==> config.mk <==
export PLATFORM = sky130hd
export DESIGN_NAME = spi_error_lowpower_flags
export DESIGN_NICKNAME = d
export VERILOG_FILES = /design/src/rtl/spi_pkg.sv /design/src/rtl/spi_sync.sv /design/src/rtl/spi_flag.sv /design/src/rtl/spi_error_lowpower_flags.sv
export VERILOG_INCLUDE_DIRS = /design/src /design/src/rtl
export SDC_FILE = /design/constraint.sdc
export NUM_CORES = 1
export LEC_CHECK = 0
export ABC_AREA = 1
export BUFFER_PORTS_ARGS = -buffer_cell sky130_fd_sc_hd__buf_2
export CAP_MARGIN = 20
export CORE_UTILIZATION = 50
export DETAILED_ROUTE_END_ITERATION = 8
export PLACE_DENSITY = 0.81
export SYNTH_ARGS = -nofsm -noshare
export SYNTH_HDL_FRONTEND = slang
export SYNTH_SLANG_ARGS = --single-unit
==> constraint.sdc <==
create_clock -name I_CORE_CLK -period 4.3 [get_ports I_CORE_CLK]
set_input_delay 0.86 -clock I_CORE_CLK [delete_from_list [all_inputs] [get_ports I_CORE_CLK]]
set_output_delay 0.86 -clock I_CORE_CLK [all_outputs]
set_load 0.01 [all_outputs]
==> src/rtl/spi_defs.svh <==
// Register offsets, field positions, reset values and timing counts of the SPI block.
// Assumes byte addresses on an 8-bit APB address bus, one 32-bit word per register.
`ifndef SPI_DEFS_SVH
`define SPI_DEFS_SVH

`define OFF_CTRL1 8'h00
`define OFF_CTRL2 8'h04
`define OFF_DIR 8'h08
`define OFF_STATUS 8'h0c
`define OFF_DATA 8'h10

`define CTRL1_MASK 8'hd7
`define CTRL1_RESET 8'h04
`define CTRL2_DOZE_HALT 0
`define DIR_MISO 0
`define DIR_MOSI 1
`define DIR_SCK 2
`define DIR_SS 3
`define DIR_KEEP_BIDIR 4'h9
`define DIR_KEEP_NORMAL 4'h8
`define STAT_DONE 7
`define STAT_WRITE_COLLISION_FLAG 6
`define STAT_MODE_FAULT_FLAG 4

`define CORE_PERIOD_NS 10
`define SCK_HALF_NS 40
`define SCK_HALF_CLKS (`SCK_HALF_NS / `CORE_PERIOD_NS)
`define WRITE_COLLISION_FLAG_TAIL_CLKS 2'h2
`define LAST_EDGE 4'hf

`endif

==> src/rtl/spi_pkg.sv <==
// Types shared by the SPI block: control layout, pin group and transfer state.
// Assumes spi_defs.svh supplies the numeric constants.
package spi_pkg;

  typedef struct packed {
    logic irq_en_bit;
    logic system_enable_bit;
    logic rsv5;
    logic controller_select_bit;
    logic rsv3;
    logic cpha;
    logic ssoe;
    logic bidir_select_bit;
  } ctrl_one_t;

  typedef struct packed {
    logic sck;
    logic mosi;
    logic miso;
    logic ss_n;
  } pins_t;

  typedef enum logic {ST_IDLE, ST_SHIFT} xfer_state_t;

endpackage : spi_pkg

==> src/rtl/spi_sync.sv <==
// Two-stage synchroniser for a group of pin levels.
// Assumes the inputs are asynchronous to i_clk; only the second stage is read outside.
`timescale 1ns/1ns
module spi_sync #(
  parameter int WIDTH = 4
) (
  input wire logic i_clk,
  input wire logic i_rst,
  input wire logic [WIDTH-1:0] i_d,
  output logic [WIDTH-1:0] o_q
);
  logic [WIDTH-1:0] stage1;

  always_ff @(posedge i_clk) begin
    if (i_rst) begin
      stage1 <= '1;
      o_q <= '1;
    end else begin
      stage1 <= i_d;
      o_q <= stage1;
    end
  end
endmodule : spi_sync

==> src/rtl/spi_flag.sv <==
// Sticky status flag cleared by a status read seen with the flag set, then a clearing access.
// Assumes strobes are one-cycle APB access-phase pulses on the same clock.
`timescale 1ns/1ns
module spi_flag (
  input wire logic i_clk,
  input wire logic i_rst,
  input wire logic i_set,
  input wire logic i_status_read,
  input wire logic i_clear_access,
  output logic o_flag
);
  logic armed;
  wire logic do_clear = i_clear_access & armed;

  // A set in the same cycle as the clear wins, so no event is lost.
  always_ff @(posedge i_clk) begin
    if (i_rst) begin
      o_flag <= 1'b0;
      armed <= 1'b0;
    end else begin
      o_flag <= i_set | (o_flag & ~do_clear);
      armed <= ~do_clear & (armed | (i_status_read & o_flag));
    end
  end
endmodule : spi_flag

==> src/rtl/spi_error_lowpower_flags.sv <==
// SPI controller/target with write-collision, mode-fault, low-power and flag handling.
// Assumes an APB master on I_CORE_CLK and SPI pins asynchronous to it.
//
// The register addresses and the APB slave port were decided locally.
`timescale 1ns/1ns
`include "spi_defs.svh"

module spi_error_lowpower_flags
  import spi_pkg::*;
(
  input wire logic I_CORE_CLK,
  input wire logic I_RST,
  input wire logic I_PSEL,
  input wire logic I_PENABLE,
  input wire logic I_PWRITE,
  input wire logic [7:0] I_PADDR,
  input wire logic [31:0] I_PWDATA,
  output logic [31:0] O_PRDATA,
  output logic O_PREADY,
  output logic O_PSLVERR,
  input wire logic I_DOZE,
  input wire logic I_STOP,
  output logic O_IRQ,
  input wire logic I_SCK,
  output logic O_SCK,
  output logic O_SCK_OE,
  input wire logic I_MOSI,
  output logic O_MOSI,
  output logic O_MOSI_OE,
  input wire logic I_MISO,
  output logic O_MISO,
  output logic O_MISO_OE,
  input wire logic I_SS_N,
  output logic O_SS_N,
  output logic O_SS_N_OE
);
  ctrl_one_t ctrl;
  logic [7:0] ctrl_two;
  logic [3:0] dir;
  pins_t pin_s;
  xfer_state_t state;
  logic [7:0] shift_reg;
  logic [7:0] rx_data;
  logic rx_bit;
  logic [3:0] edge_idx;
  logic [2:0] div;
  logic sck_out;
  logic sck_prev;
  logic [1:0] tail;
  logic done_flag;
  logic write_collision_flag_flag;
  logic mode_fault_flag_flag;

  // Bus decode; the slave never waits, so every access phase completes at once.
  wire logic setup = I_PSEL & ~I_PENABLE;
  wire logic acc = I_PSEL & I_PENABLE;
  wire logic wr = acc & I_PWRITE;
  wire logic rd = acc & ~I_PWRITE;
  wire logic hit_ctrl1 = I_PADDR == `OFF_CTRL1;
  wire logic hit_ctrl2 = I_PADDR == `OFF_CTRL2;
  wire logic hit_dir = I_PADDR == `OFF_DIR;
  wire logic hit_status = I_PADDR == `OFF_STATUS;
  wire logic hit_data = I_PADDR == `OFF_DATA;
  wire logic mapped = hit_ctrl1 | hit_ctrl2 | hit_dir | hit_status | hit_data;
  wire logic data_wr = wr & hit_data;
  wire logic data_acc = acc & hit_data;
  wire logic status_rd = rd & hit_status;
  wire logic ctrl1_wr = wr & hit_ctrl1;

  spi_sync #(
    .WIDTH(4)
  ) u_pin_sync (
    .i_clk(I_CORE_CLK),
    .i_rst(I_RST),
    .i_d({I_SCK, I_MOSI, I_MISO, I_SS_N}),
    .o_q(pin_s)
  );

  wire logic sys_en = ctrl.system_enable_bit;
  wire logic ctrl_mode = ctrl.controller_select_bit;
  wire logic bidir = ctrl.bidir_select_bit;
  // Stop is treated exactly as doze with the halt bit set.
  wire logic halted = (I_DOZE & ctrl_two[`CTRL2_DOZE_HALT]) | I_STOP;
  wire logic run = sys_en & ~halted;
  wire logic busy = state == ST_SHIFT;

  // The target engine follows the pin clock even when halted, as the far side keeps driving.
  wire logic half_done = div == 3'(`SCK_HALF_CLKS - 1);
  wire logic ctl_edge = run & ctrl_mode & busy & half_done;
  wire logic tgt_sel = sys_en & ~ctrl_mode & ~pin_s.ss_n;
  wire logic tgt_edge = tgt_sel & (pin_s.sck ^ sck_prev);
  wire logic any_edge = ctl_edge | tgt_edge;
  wire logic sample = any_edge & (edge_idx[0] == ctrl.cpha);
  // With phase 1 the first edge only presents the top bit, which already stands on the pin.
  wire logic shift_e = any_edge & (edge_idx[0] != ctrl.cpha)
                       & ~(ctrl.cpha & (edge_idx == 4'h0));
  wire logic last = any_edge & (edge_idx == `LAST_EDGE);
  // Single-pin mode: the controller uses the MOSI pin, the target the MISO pin.
  wire logic rx_in = ctrl_mode ? (bidir ? pin_s.mosi : pin_s.miso)
                               : (bidir ? pin_s.miso : pin_s.mosi);
  wire logic [7:0] rx_byte = {shift_reg[6:0], (ctrl.cpha & last) ? rx_in : rx_bit};
  wire logic done_set = last & ~halted;
  wire logic load_rx = done_set & ~done_flag;

  // Legal write windows for the data register.
  wire logic in_xfer = edge_idx != 4'h0;
  wire logic tgt_ok_ph0 = pin_s.ss_n;
  wire logic tgt_ok_ph1 = ~in_xfer & (tail == `WRITE_COLLISION_FLAG_TAIL_CLKS);
  wire logic wr_legal = ctrl_mode ? ~busy
                                  : (ctrl.cpha ? tgt_ok_ph1 : tgt_ok_ph0);
  wire logic write_collision_flag_set = data_wr & ~wr_legal;

  // A select pin set as output, or as automatic select, cannot signal a fault.
  wire logic mode_fault_flag_evt = sys_en & ctrl_mode & ~dir[`DIR_SS] & ~ctrl.ssoe
                        & ~pin_s.ss_n;
  wire logic [3:0] dir_keep = bidir ? `DIR_KEEP_BIDIR : `DIR_KEEP_NORMAL;
  wire logic [7:0] status_byte = {done_flag, write_collision_flag_flag, 1'b0, mode_fault_flag_flag, 4'h0};

  logic [7:0] rdata;
  always_comb begin
    rdata = 8'h00;
    if (hit_ctrl1) rdata = ctrl;
    if (hit_ctrl2) rdata = ctrl_two;
    if (hit_dir) rdata = {4'h0, dir};
    if (hit_status) rdata = status_byte;
    if (hit_data) rdata = rx_data;
  end

  // Control registers; a mode fault overrides a software write in the same cycle.
  always_ff @(posedge I_CORE_CLK) begin
    if (I_RST) begin
      ctrl <= ctrl_one_t'(`CTRL1_RESET);
      ctrl_two <= 8'h00;
      dir <= 4'h0;
    end else begin
      if (ctrl1_wr) ctrl <= ctrl_one_t'(I_PWDATA[7:0] & `CTRL1_MASK);
      if (wr & hit_ctrl2) ctrl_two <= {7'h00, I_PWDATA[`CTRL2_DOZE_HALT]};
      if (wr & hit_dir) dir <= I_PWDATA[3:0];
      if (mode_fault_flag_evt) begin
        ctrl.system_enable_bit <= 1'b0;
        ctrl.controller_select_bit <= 1'b0;
        dir <= dir & dir_keep;
      end
    end
  end

  always_ff @(posedge I_CORE_CLK) begin
    if (I_RST) begin
      O_PRDATA <= 32'h0000_0000;
    end else if (setup) begin
      O_PRDATA <= {24'h00_0000, rdata};
    end
  end

  // Controller sequencing; while halted the divider, edge count and clock level hold.
  always_ff @(posedge I_CORE_CLK) begin
    if (I_RST || !sys_en || mode_fault_flag_evt || !ctrl_mode) begin
      state <= ST_IDLE;
      div <= 3'h0;
      sck_out <= 1'b0;
    end else begin
      unique case (state)
        ST_IDLE: begin
          if (data_wr && wr_legal) state <= ST_SHIFT;
        end
        ST_SHIFT: begin
          if (run) begin
            div <= half_done ? 3'h0 : div + 3'h1;
            if (half_done) sck_out <= ~sck_out;
            if (last) state <= ST_IDLE;
          end
        end
      endcase
    end
  end

  // Shift path shared by both roles.
  always_ff @(posedge I_CORE_CLK) begin
    if (I_RST) begin
      shift_reg <= 8'h00;
      rx_bit <= 1'b0;
      edge_idx <= 4'h0;
      sck_prev <= 1'b0;
    end else begin
      sck_prev <= pin_s.sck;
      // With phase 1 the last edge leaves the output bit alone, so the far side samples a settled line.
      if (data_wr && wr_legal) shift_reg <= I_PWDATA[7:0];
      else if (shift_e) shift_reg <= rx_byte;
      if (sample) rx_bit <= rx_in;
      if (!sys_en || (!ctrl_mode && !ctrl.cpha && pin_s.ss_n)) edge_idx <= 4'h0;
      else if (any_edge) edge_idx <= edge_idx + 4'h1;
    end
  end

  // Received data and the trailing guard after the last target edge.
  always_ff @(posedge I_CORE_CLK) begin
    if (I_RST) begin
      rx_data <= 8'h00;
      tail <= `WRITE_COLLISION_FLAG_TAIL_CLKS;
    end else begin
      if (load_rx) rx_data <= rx_byte;
      if (last) tail <= 2'h0;
      else if (tail != `WRITE_COLLISION_FLAG_TAIL_CLKS) tail <= tail + 2'h1;
    end
  end

  spi_flag u_done (
    .i_clk(I_CORE_CLK),
    .i_rst(I_RST),
    .i_set(done_set),
    .i_status_read(status_rd),
    .i_clear_access(data_acc),
    .o_flag(done_flag)
  );

  spi_flag u_write_collision_flag (
    .i_clk(I_CORE_CLK),
    .i_rst(I_RST),
    .i_set(write_collision_flag_set),
    .i_status_read(status_rd),
    .i_clear_access(data_acc),
    .o_flag(write_collision_flag_flag)
  );

  spi_flag u_mode_fault_flag (
    .i_clk(I_CORE_CLK),
    .i_rst(I_RST),
    .i_set(mode_fault_flag_evt),
    .i_status_read(status_rd),
    .i_clear_access(ctrl1_wr),
    .o_flag(mode_fault_flag_flag)
  );

  // The collision flag is deliberately left out of the request.
  always_ff @(posedge I_CORE_CLK) begin
    if (I_RST) O_IRQ <= 1'b0;
    else O_IRQ <= ctrl.irq_en_bit & (done_flag | mode_fault_flag_flag);
  end

  assign O_PREADY = 1'b1;
  assign O_PSLVERR = acc & ~mapped;
  assign O_SCK = sck_out;
  assign O_MOSI = shift_reg[7];
  assign O_MISO = shift_reg[7];
  assign O_SS_N = ~busy;
  // Cleared direction bits leave the pins as high-impedance inputs.
  assign O_SCK_OE = sys_en & ctrl_mode & dir[`DIR_SCK];
  assign O_MOSI_OE = sys_en & ctrl_mode & dir[`DIR_MOSI];
  assign O_MISO_OE = sys_en & ~ctrl_mode & dir[`DIR_MISO];
  assign O_SS_N_OE = sys_en & ctrl_mode & ctrl.ssoe & dir[`DIR_SS];
endmodule : spi_error_lowpower_flags

==> impl_metrics.toml <==
[synthesis]
synth_cells = 417
ys_warn_count = 0
ys_seq_elements = 63
synth_cell_types = 40
ys.flop_type = "dfxtp_1"
syn_area_mm2 = 0.00315
synth_edf_count = 0
yosysSeqAreaShare_pct = 40.1
syn_avg_cell_area_um2 = 7.55
synth_async_sr_flop_share_pct = 0

[pwr]
switching_share_pct = 22.9
combPwrFrac_pct = 6.0
ir_worst_vdd_v = 0.000178
leakagePower_nw = 1.46
power.switching_mw = 0.269
seqPwrFrac_pct = 50.6
clockPowerShare_pct = 43.4
cellPowerDensity_mw_per_mm2 = 336
p_int_mw = 0.908

[drt]
antenna_left = 0
wl_per_cell_um = 12.8
firstDrtPassIters = 6
vias_per_cell = 5.18
drt_iter0_drc = 126
vias = 2792
drc = 0
routed_wl_mm = 6.89

[global_route]
grt_use_met3_pct = 4.94
busiest_layer = "met2"
grtUsageTotal_pct = 22.4
grt_pass1_vias = 2381
met1_usage_pct = 29.5
antenna_found_initial = 0
grtUsageMet2_pct = 34.3
overflow = 0
grt_max_degree = 33
grt_pass1_wl_mm = 10.9

[cts]
cts_buffer_depth = 2
clock-sinks = 63
cts-root-buf = "clkbuf_8"
clk_latency_ns = 0.34
h-tree-depth = 3
cts_resized = 0
clk_pin_slew_ns = 0.06
hold_buffers = 0
cts_tree = "built"
cts_buffers = 9
postCtsSetupBuffers = 0

[floorplanning]
placementRows = 28
die_width_um = 81.3
core_area_mm2 = 0.00599
die_area_mm2 = 0.00662
die_h_um = 81.3
io_pins = 94
initial_core_util_pct = 52.5

[timing]
max_freq_mhz = 369
finalCritPeriodShare_pct = 63.0
hold_violations = 0
fin_setup_tns_ns = 0
fin_skew_ns = 0.00680
rsz0062_at_grt = "no"
slew_violations = 0
whs_ns = 0.406
period_needed_ns = 2.71
maxSlewHeadroom_pct = 37.3
setup_violations = 0
worstMarginPinSlew_ns = 0.936

[hold_path]
hold_depth = 1
whs_endpoint = "u_pin_sync.o_q[3]"
min_from = "u_pin_sync.stage1[3]"
min_path_type = "flop to flop"

[worst_setup_path]
slowest_delay_ns = 0.19
critical_path_class = "primary input to output port"
worstPathRequired_ns = 3.44
cpMostUsedCell = "buf_2"
critical_path_arrival_ns = 1.85
critPathBufInv = 3
crit_chain = "buf_2 -> inv_1 -> nand3_1 -> nor2_4 -> nand2_2 -> nand4_1 -> nor3_1 -> buf_2"
cp-end-kind = "output port"
critPathTopFamily = "simple AND/OR/NAND/NOR gates"
cp_max_fo = 8
cp_slowest_cell = "nor2_4"
rr_startpoint = "div[0]"
reg2reg_slack_ns = 2.57
start_kind = "primary input"
ff2ff_path_depth = 8
reg2reg_to = "rx_data[2]"

[cells_and_area]
fillerInstances = 552
final_common_cell = "dfxtp_1"
most-common-layout-cells = "dfxtp_1 (63), nand2_1 (56), inv_1 (49)"
areaGrowthSynthToFinish_pct = 11.1
final_nets = 514
diodes = 0
drive_gt1_share_pct = 22.2

[placement]
routabilityCongestion = 0.911
io_buffers = 44
dpl.hpwl_mm = 5.10

[run]
drv_cap = 0

[outcome]
status = "complete, no violations"
-- synthesized netlist by cell type (3+ instances only) --
cell / n / area (um^2)
inv_1: 49 / 184
a31oi_1: 7 / 43.8
nor3_1: 5 / 25.0
nand2_4: 4 / 45.0
inv_2: 8 / 30.0
nand2_1: 56 / 210
o21ai_1: 6 / 30.0
nor2_4: 5 / 56.3
ha_1: 3 / 37.5
a21oi_1: 34 / 170
buf_4: 27 / 203
clkbuf_1: 6 / 22.5
nand3_1: 31 / 155
o21ai_0: 26 / 130
or2_2: 8 / 50.1
dfxtp_1: 63 / 1260
nor2_1: 36 / 135
o211ai_1: 3 / 22.5
nand4_1: 4 / 25.0
o22ai_1: 4 / 25.0
nand2_2: 3 / 18.8
nand3_2: 4 / 40.0
-- routing by layer --
layer  part of all wire, %  vias up
met5                     0        -
met4                   2.9        0
met3                   8.3       23
met2                    44      140
met1                    44     1232
li1                      -     1397
-- power groups by stage --
stage               clock network (mW)  logic [mW]  registers [mW]
floorplan                            0      0.0573           0.610
global placement                     0      0.0680           0.608
detailed placement                   0      0.0693           0.608
CTS                              0.522      0.0696           0.595
global route                     0.546      0.0800           0.596
finish                           0.511      0.0705           0.595
-- worst reg2reg max path: cells and delay by family, from the launching register on --
family                   cells  cell delay [ns]
buffers and inverters        1             0.04
AO/OA/AOI/OAI                2             0.32
AND/OR/NAND/NOR              4             0.73
flip-flops                   1             0.37
adder cells (fa/ha/maj)      1             0.16
-- logic make-up after synthesis --
logic type      synth area share, %
xor+xnor                      0.835
compound gates                 15.0
buf+inv                        14.9
fa+ha+maj                      1.19
flops                          40.1
simple gates                   27.7
other cells                   0.239
-- worst max-delay path by stage --
stage / cells past startpoint / startpoint / slack [ns] / end
2_1_floorplan: 6 / I_PADDR[0] / 1.84 / O_PSLVERR
3_3_place_gp: 8 / I_PADDR[2] / 1.62 / O_PSLVERR
3_5_place_dp: 8 / I_PADDR[6] / 1.60 / O_PSLVERR
4_1_cts: 8 / I_PADDR[6] / 1.60 / O_PSLVERR
5_1_grt: 8 / I_PADDR[2] / 1.51 / O_PSLVERR
6_report: 8 / I_PADDR[6] / 1.59 / O_PSLVERR
-- layout make-up --
type                       count  area [um^2]  area share (%)
clock buffer                  11          151            4.33
multi-input combinational    283         1500            43.0
inverter                      59          223            6.37
tap                           75         93.8            2.68
timing repair buffer          44          220            6.30
sequential                    63         1260            36.1
clock inverter                 4         45.0            1.29
-- metrics by stage --
stage               setup slack, ns  instance area, um^2  power, mW  util, %  instances
finish                         1.59                 3500       1.18     58.4        539
global route                   1.51                 3500       1.22     58.4        539
CTS                            1.60                 3500       1.19     58.4        539
detailed placement             1.60                 3300      0.677     55.1        524
global placement               1.62                 3300      0.676     55.1        524
floorplan                      1.84                 3230      0.667        -        440
Power figures use the tool's default switching activity.
